<file path="src/rtl/obc_pkg.sv">
// Function
// first_block_size 00 gives 0.5k, 01 gives 1k, upper bit set gives 1.5k (code gives 1k there when LARGE_MEM is 0).
// Programmer writes ones into reserved bits 7:4 of byte zero, bit 5 of one.
// readout_lock set blocks program memory extraction and flash writes.
// Option erase under readout_lock wipes the whole memory first.
// program_write_lock set forever refuses memory and lock bit changes.
// multiplier_factor 0 selects times four, 1 selects times eight.
// multiplier_bypass 0 enables the PLL, 1 bypasses it.
// internal_rc_disable 0 runs the RC oscillator, 1 uses external clock.
// Programmer picks only clock combinations valid for the supply range.
// brownout_threshold_sel 11 off, 10 high, 01 medium, 00 low threshold.
// dog_hw_sw_sel 0 keeps watchdog always on, 1 waits for software.
// dog_reset_on_stop 1 with active watchdog resets on halt entry.
// Option bytes are reachable by the tool only in programming mode.
// Settings captured during reset and held stable until next reset.
package obc_pkg;

	// ==========================================================
	// Option byte layout and values
	// ==========================================================
	localparam logic [7:0] OBC_BYTE0_RST = 8'hFC;
	localparam logic [7:0] OBC_BYTE1_RST = 8'hEF;
	localparam logic [7:0] OBC_ERASED    = 8'hFF;
	localparam int         OBC_B0_SIZE_LSB  = 2;
	localparam int         OBC_B0_READ_LOCK = 1;
	localparam int         OBC_B0_WR_LOCK   = 0;
	localparam int         OBC_B1_MULT      = 7;
	localparam int         OBC_B1_BYPASS    = 6;
	localparam int         OBC_B1_RC_OFF    = 4;
	localparam int         OBC_B1_BO_LSB    = 2;
	localparam int         OBC_B1_DOG_SW    = 1;
	localparam int         OBC_B1_DOG_HALT  = 0;
	localparam int         OBC_SYNC_DEPTH   = 3;

	// ==========================================================
	// Types
	// ==========================================================
	typedef enum logic [1:0] {
		OBC_SEC_HALF    = 2'h0,
		OBC_SEC_ONE     = 2'h1,
		OBC_SEC_ONEHALF = 2'h2
	} obc_sector_t;

	typedef enum logic [1:0] {
		OBC_CMD_READ  = 2'h0,
		OBC_CMD_WRITE = 2'h1,
		OBC_CMD_ERASE = 2'h2
	} obc_cmd_t;

	typedef enum logic [1:0] {
		OBC_ST_IDLE   = 2'h0,
		OBC_ST_WIPE   = 2'h1,
		OBC_ST_ERASE0 = 2'h2,
		OBC_ST_ERASE1 = 2'h3
	} obc_state_t;

	typedef struct packed {
		obc_cmd_t   cmd;
		logic       sel;
		logic [7:0] wdata;
	} obc_req_t;

	typedef struct packed {
		logic       sel;
		logic [7:0] data;
	} obc_nvw_t;

	typedef struct packed {
		obc_sector_t sector;
		logic        read_lock;
		logic        write_lock;
		logic        mult8;
		logic        pll_on;
		logic        rc_on;
		logic [1:0]  bo_sel;
		logic        dog_hw;
		logic        dog_halt;
	} obc_cfg_t;

endpackage : obc_pkg

</file>
<file path="src/rtl/obc_config_decode.sv">
module obc_config_decode
	import obc_pkg::*;
#(
	parameter bit LARGE_MEM  = 1'b1,
	parameter int SYNC_DEPTH = OBC_SYNC_DEPTH
) (
	// Clock and reset
	input  wire logic     clk_sys_i,
	input  wire logic     rst_i,
	// Programming mode pin
	input  wire logic     prog_mode_i,
	// Tool request and answer
	input  wire logic     req_valid_i,
	input  wire obc_req_t req_i,
	output logic          ack_o,
	output logic          refused_o,
	output logic [7:0]    rdata_o,
	// Non-volatile option storage
	input  wire logic [7:0] nv_byte0_i,
	input  wire logic [7:0] nv_byte1_i,
	output logic          nv_wr_o,
	output obc_nvw_t      nv_w_o,
	output logic          mem_wipe_o,
	input  wire logic     mem_wipe_done_i,
	// Decoded settings
	output obc_cfg_t      cfg_o,
	output logic          flash_read_ok_o,
	output logic          flash_write_ok_o,
	// Watchdog
	input  wire logic     dog_sw_enable_i,
	input  wire logic     halt_entry_i,
	output logic          dog_enable_o,
	output logic          halt_reset_o
);

	if (SYNC_DEPTH != 3) begin : g_chk
		$error("SYNC_DEPTH must be 3");
	end

	// ==========================================================
	// Programming mode synchroniser
	// ==========================================================
	logic [2:0] sync_q, sync_d;
	logic       mode_q, mode_d;

	always_comb begin
		sync_d = {sync_q[1:0], prog_mode_i};
		mode_d = mode_q;
		if (sync_q[1] == sync_q[2]) begin
			mode_d = sync_q[2];
		end
	end

	always_ff @(posedge clk_sys_i) begin
		if (rst_i) begin
			sync_q <= 3'h0;
			mode_q <= 1'b0;
		end else begin
			sync_q <= sync_d;
			mode_q <= mode_d;
		end
	end

	// ==========================================================
	// Option byte access sequencer
	// ==========================================================
	obc_state_t st_q, st_d;
	logic       ack_q, ack_d, ref_q, ref_d, nv_wr_q, nv_wr_d;
	logic       wipe_q, wipe_d;
	logic [7:0] rdata_q, rdata_d;
	obc_nvw_t   nv_w_q, nv_w_d;
	logic       wr_lock, rd_lock;

	// Lock read from live storage so a fresh lock bites at once
	assign wr_lock = nv_byte0_i[OBC_B0_WR_LOCK];
	assign rd_lock = nv_byte0_i[OBC_B0_READ_LOCK];

	always_comb begin
		st_d    = st_q;
		ack_d   = 1'b0;
		ref_d   = 1'b0;
		nv_wr_d = 1'b0;
		nv_w_d  = nv_w_q;
		wipe_d  = wipe_q;
		rdata_d = rdata_q;
		unique case (st_q)
			OBC_ST_IDLE: begin
				if (req_valid_i && !mode_q) begin
					ack_d = 1'b1;
					ref_d = 1'b1;
				end else if (req_valid_i) begin
					ack_d = 1'b1;
					unique case (req_i.cmd)
						OBC_CMD_READ: begin
							rdata_d = req_i.sel ? nv_byte1_i : nv_byte0_i;
						end
						OBC_CMD_WRITE: begin
							if (!req_i.sel && wr_lock) begin
								ref_d = 1'b1;
							end else begin
								nv_wr_d = 1'b1;
								nv_w_d  = '{sel: req_i.sel, data: req_i.wdata};
							end
						end
						OBC_CMD_ERASE: begin
							ack_d = 1'b0;
							if (wr_lock) begin
								ack_d = 1'b1;
								ref_d = 1'b1;
							end else if (rd_lock) begin
								wipe_d = 1'b1;
								st_d   = OBC_ST_WIPE;
							end else begin
								st_d = OBC_ST_ERASE0;
							end
						end
						default: begin
							ref_d = 1'b1;
						end
					endcase
				end
			end
			OBC_ST_WIPE: begin
				if (mem_wipe_done_i) begin
					wipe_d = 1'b0;
					st_d   = OBC_ST_ERASE0;
				end
			end
			OBC_ST_ERASE0: begin
				nv_wr_d = 1'b1;
				nv_w_d  = '{sel: 1'b0, data: OBC_ERASED};
				st_d    = OBC_ST_ERASE1;
			end
			OBC_ST_ERASE1: begin
				nv_wr_d = 1'b1;
				nv_w_d  = '{sel: 1'b1, data: OBC_ERASED};
				ack_d   = 1'b1;
				st_d    = OBC_ST_IDLE;
			end
		endcase
	end

	always_ff @(posedge clk_sys_i) begin
		if (rst_i) begin
			st_q    <= OBC_ST_IDLE;
			ack_q   <= 1'b0;
			ref_q   <= 1'b0;
			nv_wr_q <= 1'b0;
			nv_w_q  <= '{sel: 1'b0, data: OBC_ERASED};
			wipe_q  <= 1'b0;
			rdata_q <= 8'h00;
		end else begin
			st_q    <= st_d;
			ack_q   <= ack_d;
			ref_q   <= ref_d;
			nv_wr_q <= nv_wr_d;
			nv_w_q  <= nv_w_d;
			wipe_q  <= wipe_d;
			rdata_q <= rdata_d;
		end
	end

	assign ack_o      = ack_q;
	assign refused_o  = ref_q;
	assign rdata_o    = rdata_q;
	assign nv_wr_o    = nv_wr_q;
	assign nv_w_o     = nv_w_q;
	assign mem_wipe_o = wipe_q;

	// ==========================================================
	// Settings capture and decode
	// ==========================================================
	obc_cfg_t cfg_q, cfg_d;
	logic     frd_q, frd_d, fwr_q, fwr_d, dog_q, dog_d, hrst_q, hrst_d;

	always_comb begin
		cfg_d = cfg_q;
		if (rst_i) begin
			unique case (nv_byte0_i[OBC_B0_SIZE_LSB +: 2])
				2'h0:    cfg_d.sector = OBC_SEC_HALF;
				2'h1:    cfg_d.sector = OBC_SEC_ONE;
				default: cfg_d.sector = LARGE_MEM ? OBC_SEC_ONEHALF
				                                  : OBC_SEC_ONE;
			endcase
			cfg_d.read_lock  = nv_byte0_i[OBC_B0_READ_LOCK];
			cfg_d.write_lock = nv_byte0_i[OBC_B0_WR_LOCK];
			cfg_d.mult8      = nv_byte1_i[OBC_B1_MULT];
			cfg_d.pll_on     = !nv_byte1_i[OBC_B1_BYPASS];
			cfg_d.rc_on      = !nv_byte1_i[OBC_B1_RC_OFF];
			cfg_d.bo_sel     = nv_byte1_i[OBC_B1_BO_LSB +: 2];
			cfg_d.dog_hw     = !nv_byte1_i[OBC_B1_DOG_SW];
			cfg_d.dog_halt   = nv_byte1_i[OBC_B1_DOG_HALT];
		end
		frd_d  = !cfg_d.read_lock;
		fwr_d  = !cfg_d.read_lock && !cfg_d.write_lock;
		// Cleared in reset; hardware mode rises one edge after release
		dog_d  = !rst_i && (cfg_d.dog_hw || dog_q || dog_sw_enable_i);
		hrst_d = !rst_i && halt_entry_i && cfg_q.dog_halt && dog_q;
	end

	always_ff @(posedge clk_sys_i) begin
		cfg_q  <= cfg_d;
		frd_q  <= frd_d;
		fwr_q  <= fwr_d;
		dog_q  <= dog_d;
		hrst_q <= hrst_d;
	end

	assign cfg_o            = cfg_q;
	assign flash_read_ok_o  = frd_q;
	assign flash_write_ok_o = fwr_q;
	assign dog_enable_o     = dog_q;
	assign halt_reset_o     = hrst_q;

	// ==========================================================
	// Checks
	// ==========================================================
	outside_refused_a: assert property (
		@(posedge clk_sys_i) disable iff (rst_i)
		req_valid_i && st_q == OBC_ST_IDLE && !mode_q
		|=> ack_o && refused_o && !nv_wr_o)
		else $error("request outside programming mode not refused");

	read_answer_a: assert property (
		@(posedge clk_sys_i) disable iff (rst_i)
		req_valid_i && st_q == OBC_ST_IDLE && mode_q
		&& req_i.cmd == OBC_CMD_READ
		|=> ack_o && !refused_o
		&& rdata_o == ($past(req_i.sel) ? $past(nv_byte1_i)
		                                : $past(nv_byte0_i)))
		else $error("read answer wrong");

	lock_write_a: assert property (
		@(posedge clk_sys_i) disable iff (rst_i)
		req_valid_i && st_q == OBC_ST_IDLE && mode_q && wr_lock
		&& (req_i.cmd == OBC_CMD_ERASE
		|| (req_i.cmd == OBC_CMD_WRITE && !req_i.sel))
		|=> refused_o && !nv_wr_o && !mem_wipe_o)
		else $error("locked byte altered");

	wipe_first_a: assert property (
		@(posedge clk_sys_i) disable iff (rst_i)
		st_q == OBC_ST_WIPE && mem_wipe_done_i
		|-> !nv_wr_o ##1 !nv_wr_o ##1 (nv_wr_o && !nv_w_o.sel)
		##1 (nv_wr_o && nv_w_o.sel && ack_o))
		else $error("option erase order wrong");

	cfg_hold_a: assert property (
		@(posedge clk_sys_i) disable iff (rst_i)
		!rst_i |=> $stable(cfg_o))
		else $error("settings changed outside reset");

	clk_decode_a: assert property (
		@(posedge clk_sys_i)
		$fell(rst_i) |-> cfg_o.mult8 == $past(nv_byte1_i[OBC_B1_MULT])
		&& cfg_o.pll_on == !$past(nv_byte1_i[OBC_B1_BYPASS])
		&& cfg_o.rc_on == !$past(nv_byte1_i[OBC_B1_RC_OFF]))
		else $error("clock settings decoded wrong");

	bo_sector_a: assert property (
		@(posedge clk_sys_i)
		$fell(rst_i) |-> cfg_o.bo_sel == $past(nv_byte1_i[3:2])
		&& (cfg_o.sector == OBC_SEC_HALF) == ($past(nv_byte0_i[3:2]) == 2'h0))
		else $error("size or threshold decoded wrong");

	flash_guard_a: assert property (
		@(posedge clk_sys_i) disable iff (rst_i)
		flash_write_ok_o == (!cfg_o.read_lock && !cfg_o.write_lock)
		&& flash_read_ok_o == !cfg_o.read_lock)
		else $error("flash protection wrong");

	hw_dog_a: assert property (
		@(posedge clk_sys_i) disable iff (rst_i)
		(cfg_o.dog_hw && !$past(rst_i) |-> dog_enable_o)
		and (!cfg_o.dog_hw && !dog_enable_o && !dog_sw_enable_i
		|=> !dog_enable_o))
		else $error("watchdog enable wrong");

	halt_reset_a: assert property (
		@(posedge clk_sys_i) disable iff (rst_i)
		halt_entry_i && cfg_o.dog_halt && dog_enable_o
		|=> halt_reset_o)
		else $error("halt reset missing");

	halt_quiet_a: assert property (
		@(posedge clk_sys_i) disable iff (rst_i)
		!(halt_entry_i && cfg_o.dog_halt) |=> !halt_reset_o)
		else $error("halt reset spurious");

	write_land_a: assert property (
		@(posedge clk_sys_i) disable iff (rst_i)
		req_valid_i && st_q == OBC_ST_IDLE && mode_q
		&& req_i.cmd == OBC_CMD_WRITE && (req_i.sel || !wr_lock)
		|=> ack_o && !refused_o && nv_wr_o
		&& nv_w_o.sel == $past(req_i.sel)
		&& nv_w_o.data == $past(req_i.wdata))
		else $error("accepted write not passed to storage");

	wipe_hold_a: assert property (
		@(posedge clk_sys_i) disable iff (rst_i)
		mem_wipe_o && !mem_wipe_done_i |-> !nv_wr_o ##1 mem_wipe_o)
		else $error("wipe dropped early");

	plain_erase_a: assert property (
		@(posedge clk_sys_i) disable iff (rst_i)
		req_valid_i && st_q == OBC_ST_IDLE && mode_q
		&& req_i.cmd == OBC_CMD_ERASE && !wr_lock && !rd_lock
		|=> !mem_wipe_o && !ack_o ##1 (nv_wr_o && !nv_w_o.sel)
		##1 (nv_wr_o && nv_w_o.sel && ack_o))
		else $error("plain option erase wrong");

endmodule // obc_config_decode

</file>
<file path="config.mk">
export PLATFORM = sky130hd
export DESIGN_NAME = obc_config_decode
export DESIGN_NICKNAME = d
export VERILOG_FILES = /design/src/rtl/obc_pkg.sv /design/src/rtl/obc_config_decode.sv
export SDC_FILE = /design/constraint.sdc
export NUM_CORES = 1
export LEC_CHECK = 0
export BUFFER_PORTS_ARGS = -buffer_cell sky130_fd_sc_hd__buf_2
export CORE_ASPECT_RATIO = 0.5
export CORE_MARGIN = 2
export CORE_UTILIZATION = 35
export CTS_BUF_LIST = sky130_fd_sc_hd__clkbuf_16
export DETAILED_ROUTE_END_ITERATION = 10
export SYNTH_ARGS = -nofsm -noshare
export SYNTH_HDL_FRONTEND = slang
export SYNTH_SLANG_ARGS = --single-unit
export TNS_END_PERCENT = 50
</file>
<file path="constraint.sdc">
create_clock -name clk_sys_i -period 2.7 [get_ports clk_sys_i]
set_input_delay 0.27 -clock clk_sys_i [delete_from_list [all_inputs] [get_ports clk_sys_i]]
set_output_delay 0.27 -clock clk_sys_i [all_outputs]
set_load 0.05 [all_outputs]
</file>
* After elaboration in Yosys (flattened, before gate mapping)
Cells that the tools add are included.
Storage, ports and cells: register bits after elaboration 42, bits of input ports 34, output and inout port bits 36, word-level logic and storage cells 104
Operators by class: equal/unequal tests 15, mux-type cells 36, bitwise gates (word level) 2, reduce and logical (&&, ||, !) cells 28
Operators by type and width (count):
- $mux 9 | 5
- $pmux 9 s3 | 1
- $mux 1 | 17
- $mux 2 | 6
- $ne 2x2->1 const B | 6
- $reduce_and 5->1 | 2
- $logic_not 1->1 | 8
- $mux 8 | 1
- $pmux 2 s4 | 1
- $logic_and 1x1->1 | 7
- $reduce_and 7->1 | 1
- $eq 2x1->1 const B | 3
- $eq 2x2->1 const B | 3
- $logic_not 2->1 | 3
- $pmux 1 s2 | 3
- $ne 2x1->1 const B | 2
- $pmux 2 s2 | 1
- $reduce_and 4->1 | 1
- $reduce_or 2->1 | 2
- $pmux 1 s3 | 1
- $reduce_bool 3->1 | 1
- $logic_or 1x1->1 | 2
- $not 1->1 | 2
- $reduce_bool 2->1 | 1
- $eq 1x1->1 | 1

* Logic depth before layout (Yosys ltp)
Gate-level depths: netlist of the first run.
depth after elaboration 7, depth in mapped cells 7, depth with buffers taken out 5

* Least setup slack after synthesis of the first run
Ideal clock, no wire load.
path kind register to register, start point reg st_q[1], end point reg nv_w_q, in the netlist nv_w_o[8], arrival time 1432 ps, required time 2579 ps, setup slack 1147 ps, cell stages (with the launch flop) 7, clock period less this slack 1553 ps, cells stage by stage dfxtp_1 inv_1 ha_1 and3b_1 a31oi_1 buf_6 mux2_4
Between the ends: word-level cells in the longest chain between the ends 3
Ends and longest elaborated chain:
- start, declared | RTL line obc_config_decode.sv:67 | obc_state_t st_q, st_d;
- start signal, assigned | RTL line obc_config_decode.sv:153 | st_q <= st_d;
- $eq 2x2->1 or $logic_not 2->1 (tied branches) | RTL line obc_config_decode.sv:86 | unique case (st_q)
- $reduce_bool 3->1 (no line), or another cell as far along
- $reduce_and 5->1 (no line)
- end signal, assigned | RTL line obc_config_decode.sv:149 | nv_w_q <= '{sel: 1'b0, data: OBC_ERASED};
- end signal, assigned | RTL line obc_config_decode.sv:157 | nv_w_q <= nv_w_d;
- end, declared | RTL line obc_config_decode.sv:71 | obc_nvw_t nv_w_q, nv_w_d;
Parallel ways exist; a longest one is shown, timed or not. A chain may end at the register's enable or synchronous reset.

* Final worst setup path of the first run
start point reg st_q[1], end point reg nv_w_q, in the netlist nv_w_o[2]
The elaborated chain is that of the path after synthesis.

==> results of run 1 <==
==> worst register-to-register path: cells and delay by family, from the launching register on <==
family                     cells  cell delay (ns)
buffers and inverters          2             0.42
adders and majority gates      1             0.19
and+or+nand+nor                1             0.18
AOI/OAI and AO/OA              1             0.53
DFF                            1             0.36
muxes                          1             0.20
==> Yosys cell counts, drive strengths merged (2+ instances only) <==
cell type  number
buf             8
dfxtp          34
a31oi           3
mux2            3
mux2i          17
a21oi          10
edfxtp          8
nand2           5
nand2b          2
a211oi          8
o21ai           3
nor3            4
nor2           22
ha              5
a311oi          4
and3            3
clkbuf          2
inv             7
nor2b           8
==> power groups by stage <==
stage | sequential, mW | combinational (mW) | clock [mW]
floorplan | 0.934 | 0.189 | 0
global placement | 0.743 | 0.491 | 0
detailed placement | 0.745 | 0.496 | 0
CTS | 0.733 | 0.496 | 0.740
global route | 0.740 | 0.528 | 0.760
finish | 0.732 | 0.492 | 0.723
==> worst paths after layout <==
path                                     from   endpoint  slack [ns]  cells after the start
worst max register to register        st_q[1]  nv_w_o[2]        0.76                      6
worst max-delay path                  st_q[1]  nv_w_o[2]        0.76                      6
worst min-delay path            nv_byte1_i[1]   cfg_o[1]        0.17                      2
worst min register to register      sync_q[0]  sync_q[1]        0.44                      1
==> layout make-up <==
| cell class | count | area, um^2 |
|---|---|---|
| Sequential cell | 42 | 921 |
| Multi-Input combinational cell | 108 | 802 |
| Clock inverter | 2 | 33.8 |
| Clock buffer | 6 | 150 |
| Timing Repair Buffer | 70 | 353 |
| Tap cell | 70 | 87.6 |
| Fill cell | 483 | 2580 |
| Inverter | 7 | 26.3 |
==> state kept, by name, indices dropped and copies added (netlist names) <==
name	cells
cfg_o	11
nv_w_o	9
rdata_o	8
sync_q	3
st_q	2
ack_o	1
dog_enable_o	1
flash_read_ok_o	1
flash_write_ok_o	1
halt_reset_o	1
mem_wipe_o	1
mode_q	1
nv_wr_o	1
refused_o	1
==> per-layer routing <==
layer  vias up  routed length (um)  global-route usage (%)
met5         -                   0                       0
li1        723                   -                       -
met2        38                1730                    22.4
met3         4                 274                    5.04
met4         0                  38                    5.26
met1       673                1830                    16.2
==> kinds of logic after synthesis <==
family                   after synthesis  synth area share (%)
buffers and inverters                 17                  5.03
flip-flops                            42                  50.8
AO/OA/AOI/OAI                         31                  13.5
AND/OR/NAND/NOR                       52                  15.8
adder cells (fa/ha/maj)                5                  3.45
multiplexers                          20                  11.4
==> metrics.md, run 1 <==
| Metric | Value |
|---|---|
| First-pass GRT wire length | 5860 um |
| CTS Hold Bufs | 0 |
| P_leak | 1.11 nW |
| Status | complete, no violations |
| Register bit count reported by yosys | between 40 and 50 |
| Detail Route Antenna Nets | 0 |
| HP Class | in -> reg |
| Routed vias/inst | 4.71 |
| Worst vdd ir | 0.390 mV |
| Avg WL per Cell | 12.7 um |
| Finished Cell Area | 2370 um^2 |
| P_int | 1.34 mW |
| H-tree depth | 2 |
| Final Setup Violations | 0 |
| Slew margin rel. | a little under two fifths |
| Post-Synthesis Mean Instance Area | 10.9 um^2 |
| Fin crit period | roughly 1.9 ns |
| Power per cell area | 820 nW/um^2 |
| CTS tree | yes |
| Clock sink count | 42 |
| Placed Area | 2190 um^2 |
| Cts repair resizes | 0 |
| Max clock buf depth | 2 |
| Ys async rst share | 0% |
| Num CTS Buffers | 5 |
| Number of buffers and inverters on the critical path | 2 |
| Detail Placement HPWL | around 2800 um |
| Post-synthesis sequential area ratio | about 51% |
| Final clock skew | 0.00561 ns |
| Switching Share | 31.1% |
| Worst setup EP type | flop |
| Most frequent cells in the layout | 69 x buf_2, 34 x dfxtp_1, 21 x nor2_1 |
| Post-synthesis instance area | 1810 um^2 |
| Starting Density | 36.6% |
| Cells after synthesis | 167 |
| GRT Overall Usage | 13.4% |
| Seq pwr share | 37.6% |
| Yosys top cell area share | 37.5% |
| Initial antenna violation count | 0 |
| Fmax | 514 MHz |
| Setup WS post-layout | 0.756 ns |
| Die footprint | 5810 um^2 |
| CP Cell Sequence | inv_1 -> ha_1 -> and3b_1 -> a31oi_1 -> buf_4 -> mux2i_1 |
| Clk_lat worst skew | approximately 0.28 ns |
| Crit path largest cell delay | 0.53 ns |
| DRT Pass-1 Iters | 4 |
| Total gr overflow | 0 |
| Drt initial violations | 67 |
| Net switching power | 0.606 mW |
| Rows | 18 |
| Die Span Y | 54.9 um |
| Nets@finish | 273 |
| RSZ-0062 raised after global routing | no |
| Clock power frac | 37.1% |
| Worst slew pin tran | 0.926 ns |
| Largest net degree at the start of global routing | 45 |
| Critical Path Slowest Stage Cell | a31oi_1 |
| Core area | 4950 um^2 |
| Overall routed net length | a little under 4000 um |
| Layout Utilization | around 48% |
| Ys Warns | 0 |
| CP startpoint kind | flop |
| Design Power | 1.95 mW |
| Most used flip-flop cell after synthesis | dfxtp_1 |
| # IOs | 70 |
| Drt drc | 0 |
| Commonest non-fill, non-tap cell in the layout | buf_2 |
| Die X | 106 um |
| Setup slack at placement | roughly 0.73 ns |
| Setup_tns | 0 ns |
| Clk pin slew, worst setup/hold paths | 0.06 ns |
| Max-Cap Viols | 0 |
| IO Port Bufs | 69 |
| Slew Limit Fails | 0 |
| Combinational power share | 25.3% |
| Non-filler instance count after layout | 305 |
| Post-synth EDFFs | 8 |
| CP Max Fanout | 5 |
| Arr. time, crit path | 2.15 ns |
| Layout cells sized above 1 | 39.1% |
| Cell taking the most area after synthesis | dfxtp_1 |
| Setup CP Type | reg -> reg |
| Cells after DPL | around 300 |
| Hold WS | 0.174 ns |
| Area grow syn2layout | 30.8% |
| Synthesized Nets | 206 |
| RD Place Congestion | between 0.8 and 0.9 |
| Req. time, crit path | 2.91 ns |
| Final Cycle Share | between 70% and 80% |
| Via count | 1438 |
| Vias in the first global route | 1282 |
| CTS root buf | clkbuf_16 |
| Synth area leaders | dfxtp_1 38%, edfxtp_1 13%, mux2i_1 9.4%, a211oi_2 5.5%, nor2_1 4.3% |
| CP top delay family | compound AO/OA/AOI/OAI gates |
| Final Hold Fails | 0 |
| Post-CTS setup buffers | 0 |
| Post-synthesis cell type count | 36 |
| Antenna Cells | 0 |
Note: power is estimated with default switching activity, not from simulation.
==> run 2: changes to the inputs <==
==> constraint.sdc (replaced) <==
create_clock -name clk_sys_i -period 1.6 [get_ports clk_sys_i]
set_input_delay 0.16 -clock clk_sys_i [delete_from_list [all_inputs] [get_ports clk_sys_i]]
set_output_delay 0.16 -clock clk_sys_i [all_outputs]
set_load 0.05 [all_outputs]
==> metrics.md, run 2 (same netlist as run 1, synthesis figures left out) <==
| Metric | Value |
|---|---|
| Max clock buf depth | 2 (unchanged) |
| Critical Path Stages | 7 (+1) |
| Nets@finish | 279 (+2.2%) |
| CP Cell Sequence | inv_2 -> ha_2 -> and3b_1 -> a31oi_1 -> buf_4 -> buf_4 -> mux2i_1 |
| Power per cell area | 1270 nW/um^2 (+55%) |
| Routed vias/inst | 4.65 (-1.3%) |
| H-tree depth | 2 (unchanged) |
| Largest net degree at the start of global routing | 24 (-47%) |
| Clock sink count | 42 (unchanged) |
| Area grow syn2layout | 32.2% |
| Area of the multi-input gates | 813 um^2 (+1.4%) |
| Layout cells sized above 1 | 43.2% (+4.0 points) |
| Commonest non-fill, non-tap cell in the layout | buf_2 |
| Hold WS | 0.0773 ns (-0.0968 ns) |
| Layer with the highest usage | met2 |
| Worst slew pin tran | 0.400 ns (-0.526 ns) |
| Die X | 106 um (unchanged) |
| CP startpoint kind | flop |
| Total gr overflow | 0 (unchanged) |
| Final Setup Violations | 0 (unchanged) |
| Detail Route Antenna Nets | 0 (unchanged) |
| GR Util met1 | 17.8% (+1.6 points) |
| Num CTS Buffers | 5 (unchanged) |
| HP Class | in -> reg |
| Drt initial violations | 35 (-48%) |
| Number of buffers and inverters on the critical path | 3 (+1) |
| Global routing usage on met2 | 23.2% (+0.86 points) |
| Final Hold Fails | 0 (unchanged) |
| Final clock skew | 0.00405 ns (-0.00156 ns) |
| Status | complete, no violations |
| RSZ-0062 raised after global routing | no |
| CP Max Fanout | 6 (+1) |
| Die footprint | 5810 um^2 (unchanged) |
| Worst setup EP type | flop |
| Max-Cap Viols | 0 (unchanged) |
| Via count | 1447 (+0.63%) |
| Setup CP Type | reg -> reg |
| Crit path top cell by count | buf_4 |
| Initial antenna violation count | 0 (unchanged) |
| Vias in the first global route | 1331 (+3.8%) |
| Post-CTS setup buffers | 0 (unchanged) |
| Core area | 4950 um^2 (unchanged) |
| CTS root buf | clkbuf_16 |
| Arr. time, crit path | 1.71 ns (-0.44 ns) |
| First-pass GRT wire length | 6180 um (+5.5%) |
| Fmax | 661 MHz (+29%) |
| Worst vdd ir | 0.613 mV (+57%) |
| Rows | 18 (unchanged) |
| Slew Limit Fails | 0 (unchanged) |
| Die Span Y | 54.9 um (unchanged) |
| Antenna Cells | 0 (unchanged) |
| # IOs | 70 (unchanged) |
| Final Cycle Share | 94.5% (+23 points) |
| Hold path depth | 1 (-1) |
| Starting Density | 36.6% (unchanged) |
| P_leak | 1.12 nW (+1.6%) |
| Non-filler instance count after layout | 311 (+2.0%) |
| IO Port Bufs | 69 (unchanged) |
| DRT Pass-1 Iters | 4 (unchanged) |
| Worst R2R Path Depth | 7 (+1) |
| Overall routed net length | 4020 um (+3.7%) |
| CTS tree | yes |
| Slew margin rel. | 73.3% (+35 points) |
| Most frequent cells in the layout | 69 x buf_2, 33 x dfxtp_1, 21 x nor2_1 |
| Grt met3 use | 4.92% (-0.12 points) |
| Clk_lat worst skew | 0.27 ns (about the same) |
| Detail Placement HPWL | 2910 um (+3.5%) |
| Req. time, crit path | 1.80 ns (-1.11 ns) |
| Drt drc | 0 (unchanged) |
| FILL cells | 483 (unchanged) |
| GRT Overall Usage | 14.0% (+0.65 points) |
| Cells after DPL | 303 (+2.0%) |
| CP top delay family | buffers and inverters |
| Avg WL per Cell | 12.9 um (+1.7%) |
| Fin crit period | 1.51 ns (-0.432 ns) |
| Register Area | 922 um^2 (+0.14%) |
| Cts repair resizes | 0 (unchanged) |
| Max reg flops | 11 (unchanged) |
| Clk pin slew, worst setup/hold paths | 0.06 ns (about the same) |
| CTS Hold Bufs | 0 (unchanged) |
| Setup_tns | 0 ns (unchanged) |
| RD Place Congestion | 0.710 (-18%) |
| Crit path largest cell delay | 0.31 ns (-0.22 ns) |
| Critical Path Slowest Stage Cell | dfxtp_1 |
| Layout Utilization | 48.4% (+0.51 points) |
run 2: changes by cell type in the layout (fill, tap and decap cells not counted), sizes merged:
cell    delta
clkinv     +1
clkbuf     -1
bufinv     -1
buf        +6
inv        +1
run 2: final cells by class:
type	count	share of cell area (%)
inverters	7	1.10
flip-flops and latches	42	38.4
clock buffers	5	5.22
multi-input cells	108	33.9
clock inverters	3	0.574
well taps	70	3.65
repair buffers	76	17.1
run 2: final timing paths:
check	from	endpoint	slack, ns
setup / recovery	st_q[1]	nv_w_o[5]	0.09
hold / removal	nv_byte1_i[2]	cfg_o[2]	0.08
setup reg to reg	st_q[1]	nv_w_o[5]	0.09
hold reg to reg	sync_q[0]	sync_q[1]	0.45
run 2: per-layer routing:
layer | up-vias | wire length (um)
li1 | 735 | -
met1 | 666 | 1890
met2 | 44 | 1840
met3 | 2 | 258
met4 | 0 | 27
met5 | - | 0
run 2: power breakdown:
part	internal (mW)	switching, mW	leakage (nW)
Clock	0.566	0.377	0.0748
Combinational	0.291	0.594	0.693
Sequential	1.18	0.0407	0.356
run 2: per-stage QoR:
step	total power [mW]	instance area, um^2	setup slack (ns)
3_5_place_dp	2.12	2250	0.0411
4_1_cts	3.08	2390	0.0265
5_1_grt	3.22	2400	0.0141
2_1_floorplan	1.90	1810	0.0468
6_report	3.05	2400	0.0876
3_3_place_gp	2.12	2250	0.0668
==> run 3: changes to the inputs <==
--- a/config.mk
+++ b/config.mk
@@ -11,6 +11,7 @@
 export CORE_UTILIZATION = 35
 export CTS_BUF_LIST = sky130_fd_sc_hd__clkbuf_16
 export DETAILED_ROUTE_END_ITERATION = 10
+export PLACE_DENSITY = 0.71
 export SYNTH_ARGS = -nofsm -noshare
 export SYNTH_HDL_FRONTEND = slang
 export SYNTH_SLANG_ARGS = --single-unit
==> metrics.md, run 3 (same netlist as run 1, synthesis figures left out) <==
| Metric | Value |
|---|---|
| Detail Route Antenna Nets | 0 (unchanged) |
| CP Max Fanout | 7 (+1) |
| Die footprint | 5810 um^2 (unchanged) |
| Most frequent cells in the layout | 69 x buf_2, 33 x dfxtp_1, 21 x nor2_1 |
| Core area | 4950 um^2 (unchanged) |
| Routed vias/inst | 4.78 (+2.8%) |
| Power per cell area | 1340 nW/um^2 (+5.2%) |
| Design Power | 3.26 mW (+6.8%) |
| HP Class | in -> reg |
| Finished Cell Area | 2430 um^2 (+1.5%) |
| Final Hold Fails | 0 (unchanged) |
| CP top delay family | flip-flops |
| CTS tree | yes |
| CTS root buf | clkbuf_16 |
| Clk pin slew, worst setup/hold paths | 0.06 ns (about the same) |
| RSZ-0062 raised after global routing | yes |
| Number of buffers and inverters on the critical path | 2 (-1) |
| Setup CP Type | reg -> reg |
| Max-Cap Viols | 0 (unchanged) |
| HP Start | nv_byte1_i[2] |
| Avg WL per Cell | 13.1 um (+1.7%) |
| P_leak | 1.14 nW (+1.3%) |
| Layout cells sized above 1 | 43.4% (+0.23 points) |
| CTS Hold Bufs | 0 (unchanged) |
| Final Cycle Share | 91.7% (-2.9 points) |
| Initial antenna violation count | 0 (unchanged) |
| Final Setup Violations | 0 (unchanged) |
| Final clock skew | 0.00451 ns (+0.000462 ns) |
| Total gr overflow | 0 (unchanged) |
| Drt drc | 0 (unchanged) |
| Die X | 106 um (unchanged) |
| Largest net degree at the start of global routing | 19 (-21%) |
| Nets@finish | 280 (+0.36%) |
| Area grow syn2layout | 34.2% |
| Commonest non-fill, non-tap cell in the layout | buf_2 |
| Slew margin rel. | 74.7% (+1.3 points) |
| Clock sink count | 42 (unchanged) |
| Critical Path Slowest Stage Cell | dfxtp_2 |
| Vias in the first global route | 1401 (+5.3%) |
| Worst setup EP type | flop |
| DRT Pass-1 Iters | 4 (unchanged) |
| Max reg flops | 11 (unchanged) |
| Crit. Startpoint | st_q[0] |
| Via count | 1492 (+3.1%) |
| Antenna Cells | 0 (unchanged) |
| Req. time, crit path | 1.80 ns (about the same) |
| CP Cell Sequence | inv_1 -> ha_1 -> and3_1 -> buf_4 -> a21oi_1 -> a211oi_2 |
| Setup WS post-layout | 0.133 ns (+0.0457 ns) |
| Arr. time, crit path | 1.67 ns (-0.04 ns) |
| Worst slew pin tran | 0.380 ns (-0.0201 ns) |
| # IOs | 70 (unchanged) |
| RD Place Congestion | 0.824 (+16%) |
| Die Span Y | 54.9 um (unchanged) |
| Setup slack at placement | -0.00577 ns (-0.0468 ns) |
| Starting Density | 36.6% (unchanged) |
| First-pass GRT wire length | 6310 um (+2.1%) |
| CP startpoint kind | flop |
| Slew Limit Fails | 0 (unchanged) |
| Fin crit period | 1.47 ns (-0.0457 ns) |
| H-tree depth | 2 (unchanged) |
| Post-CTS setup buffers | 0 (unchanged) |
| IO Port Bufs | 69 (unchanged) |
| Clk_lat worst skew | 0.28 ns (about the same) |
| Drt initial violations | 50 (+43%) |
| Setup_tns | 0 ns (unchanged) |
| Fmax | 682 MHz (+3.1%) |
| Max clock buf depth | 2 (unchanged) |
| Worst R2R Start | st_q[0] |
| Status | complete, no violations |
| Worst vdd ir | 0.573 mV (-6.5%) |
| Overall routed net length | 4100 um (+2.0%) |
| Num CTS Buffers | 5 (unchanged) |
| Rows | 18 (unchanged) |
| Placed Area | 2240 um^2 (-0.22%) |
| Non-filler instance count after layout | 312 (+0.32%) |
| Crit path largest cell delay | 0.34 ns (+0.03 ns) |
| GRT Overall Usage | 14.1% (+0.084 points) |
| Cells after DPL | 304 (+0.33%) |
| Detail Placement HPWL | 3080 um (+5.7%) |
==> run 3: area by class of cell <==
type                            instances  area (um^2)
Clock buffer                            5          125
Clock inverter                          3         40.0
Fill cell                             467         2520
Inverter                                7         26.3
Multi-Input combinational cell        108          825
Sequential cell                        42          922
Tap cell                               70         87.6
Timing Repair Buffer                   77          409
==> run 3: path summary, 6_finish.rpt <==
check / to / depth (start not counted) / slack [ns]
worst min register to register: sync_q[1] / 1 / 0.43
worst max-delay path: rdata_o[6] / 6 / 0.13
worst max register to register: rdata_o[6] / 6 / 0.13
worst min-delay path: cfg_o[2] / 1 / 0.08
==> run 3: what timing repair did <==
item                       in CTS  in global routing
setup endpoints to repair       3                 17
hold endpoints to repair        0                  0
resized for setup               1                  6
==> run 3: metrics by stage <==
step                      util (%)  hold WS [ns]
after floorplan                  -         0.258
after global placement        45.3         0.360
after detailed placement      45.3         0.362
after CTS                     48.7        0.0755
after global routing          49.1        0.0768
final                         49.1        0.0764
==> run 3: report_power, final <==
part	leakage [nW]	internal [mW]	switching, mW
registers	0.356	1.18	0.0416
logic	0.699	0.301	0.612
clock network	0.0836	0.730	0.393
==> run 3: metal layers <==
metal  up-vias  track usage, %  part of all wire [%]
li1        736               -                     -
met1       703            16.4                    44
met2        46            24.4                    48
met3         7            4.68                   7.1
met4         0            7.24                   1.3
met5         -               0                     0
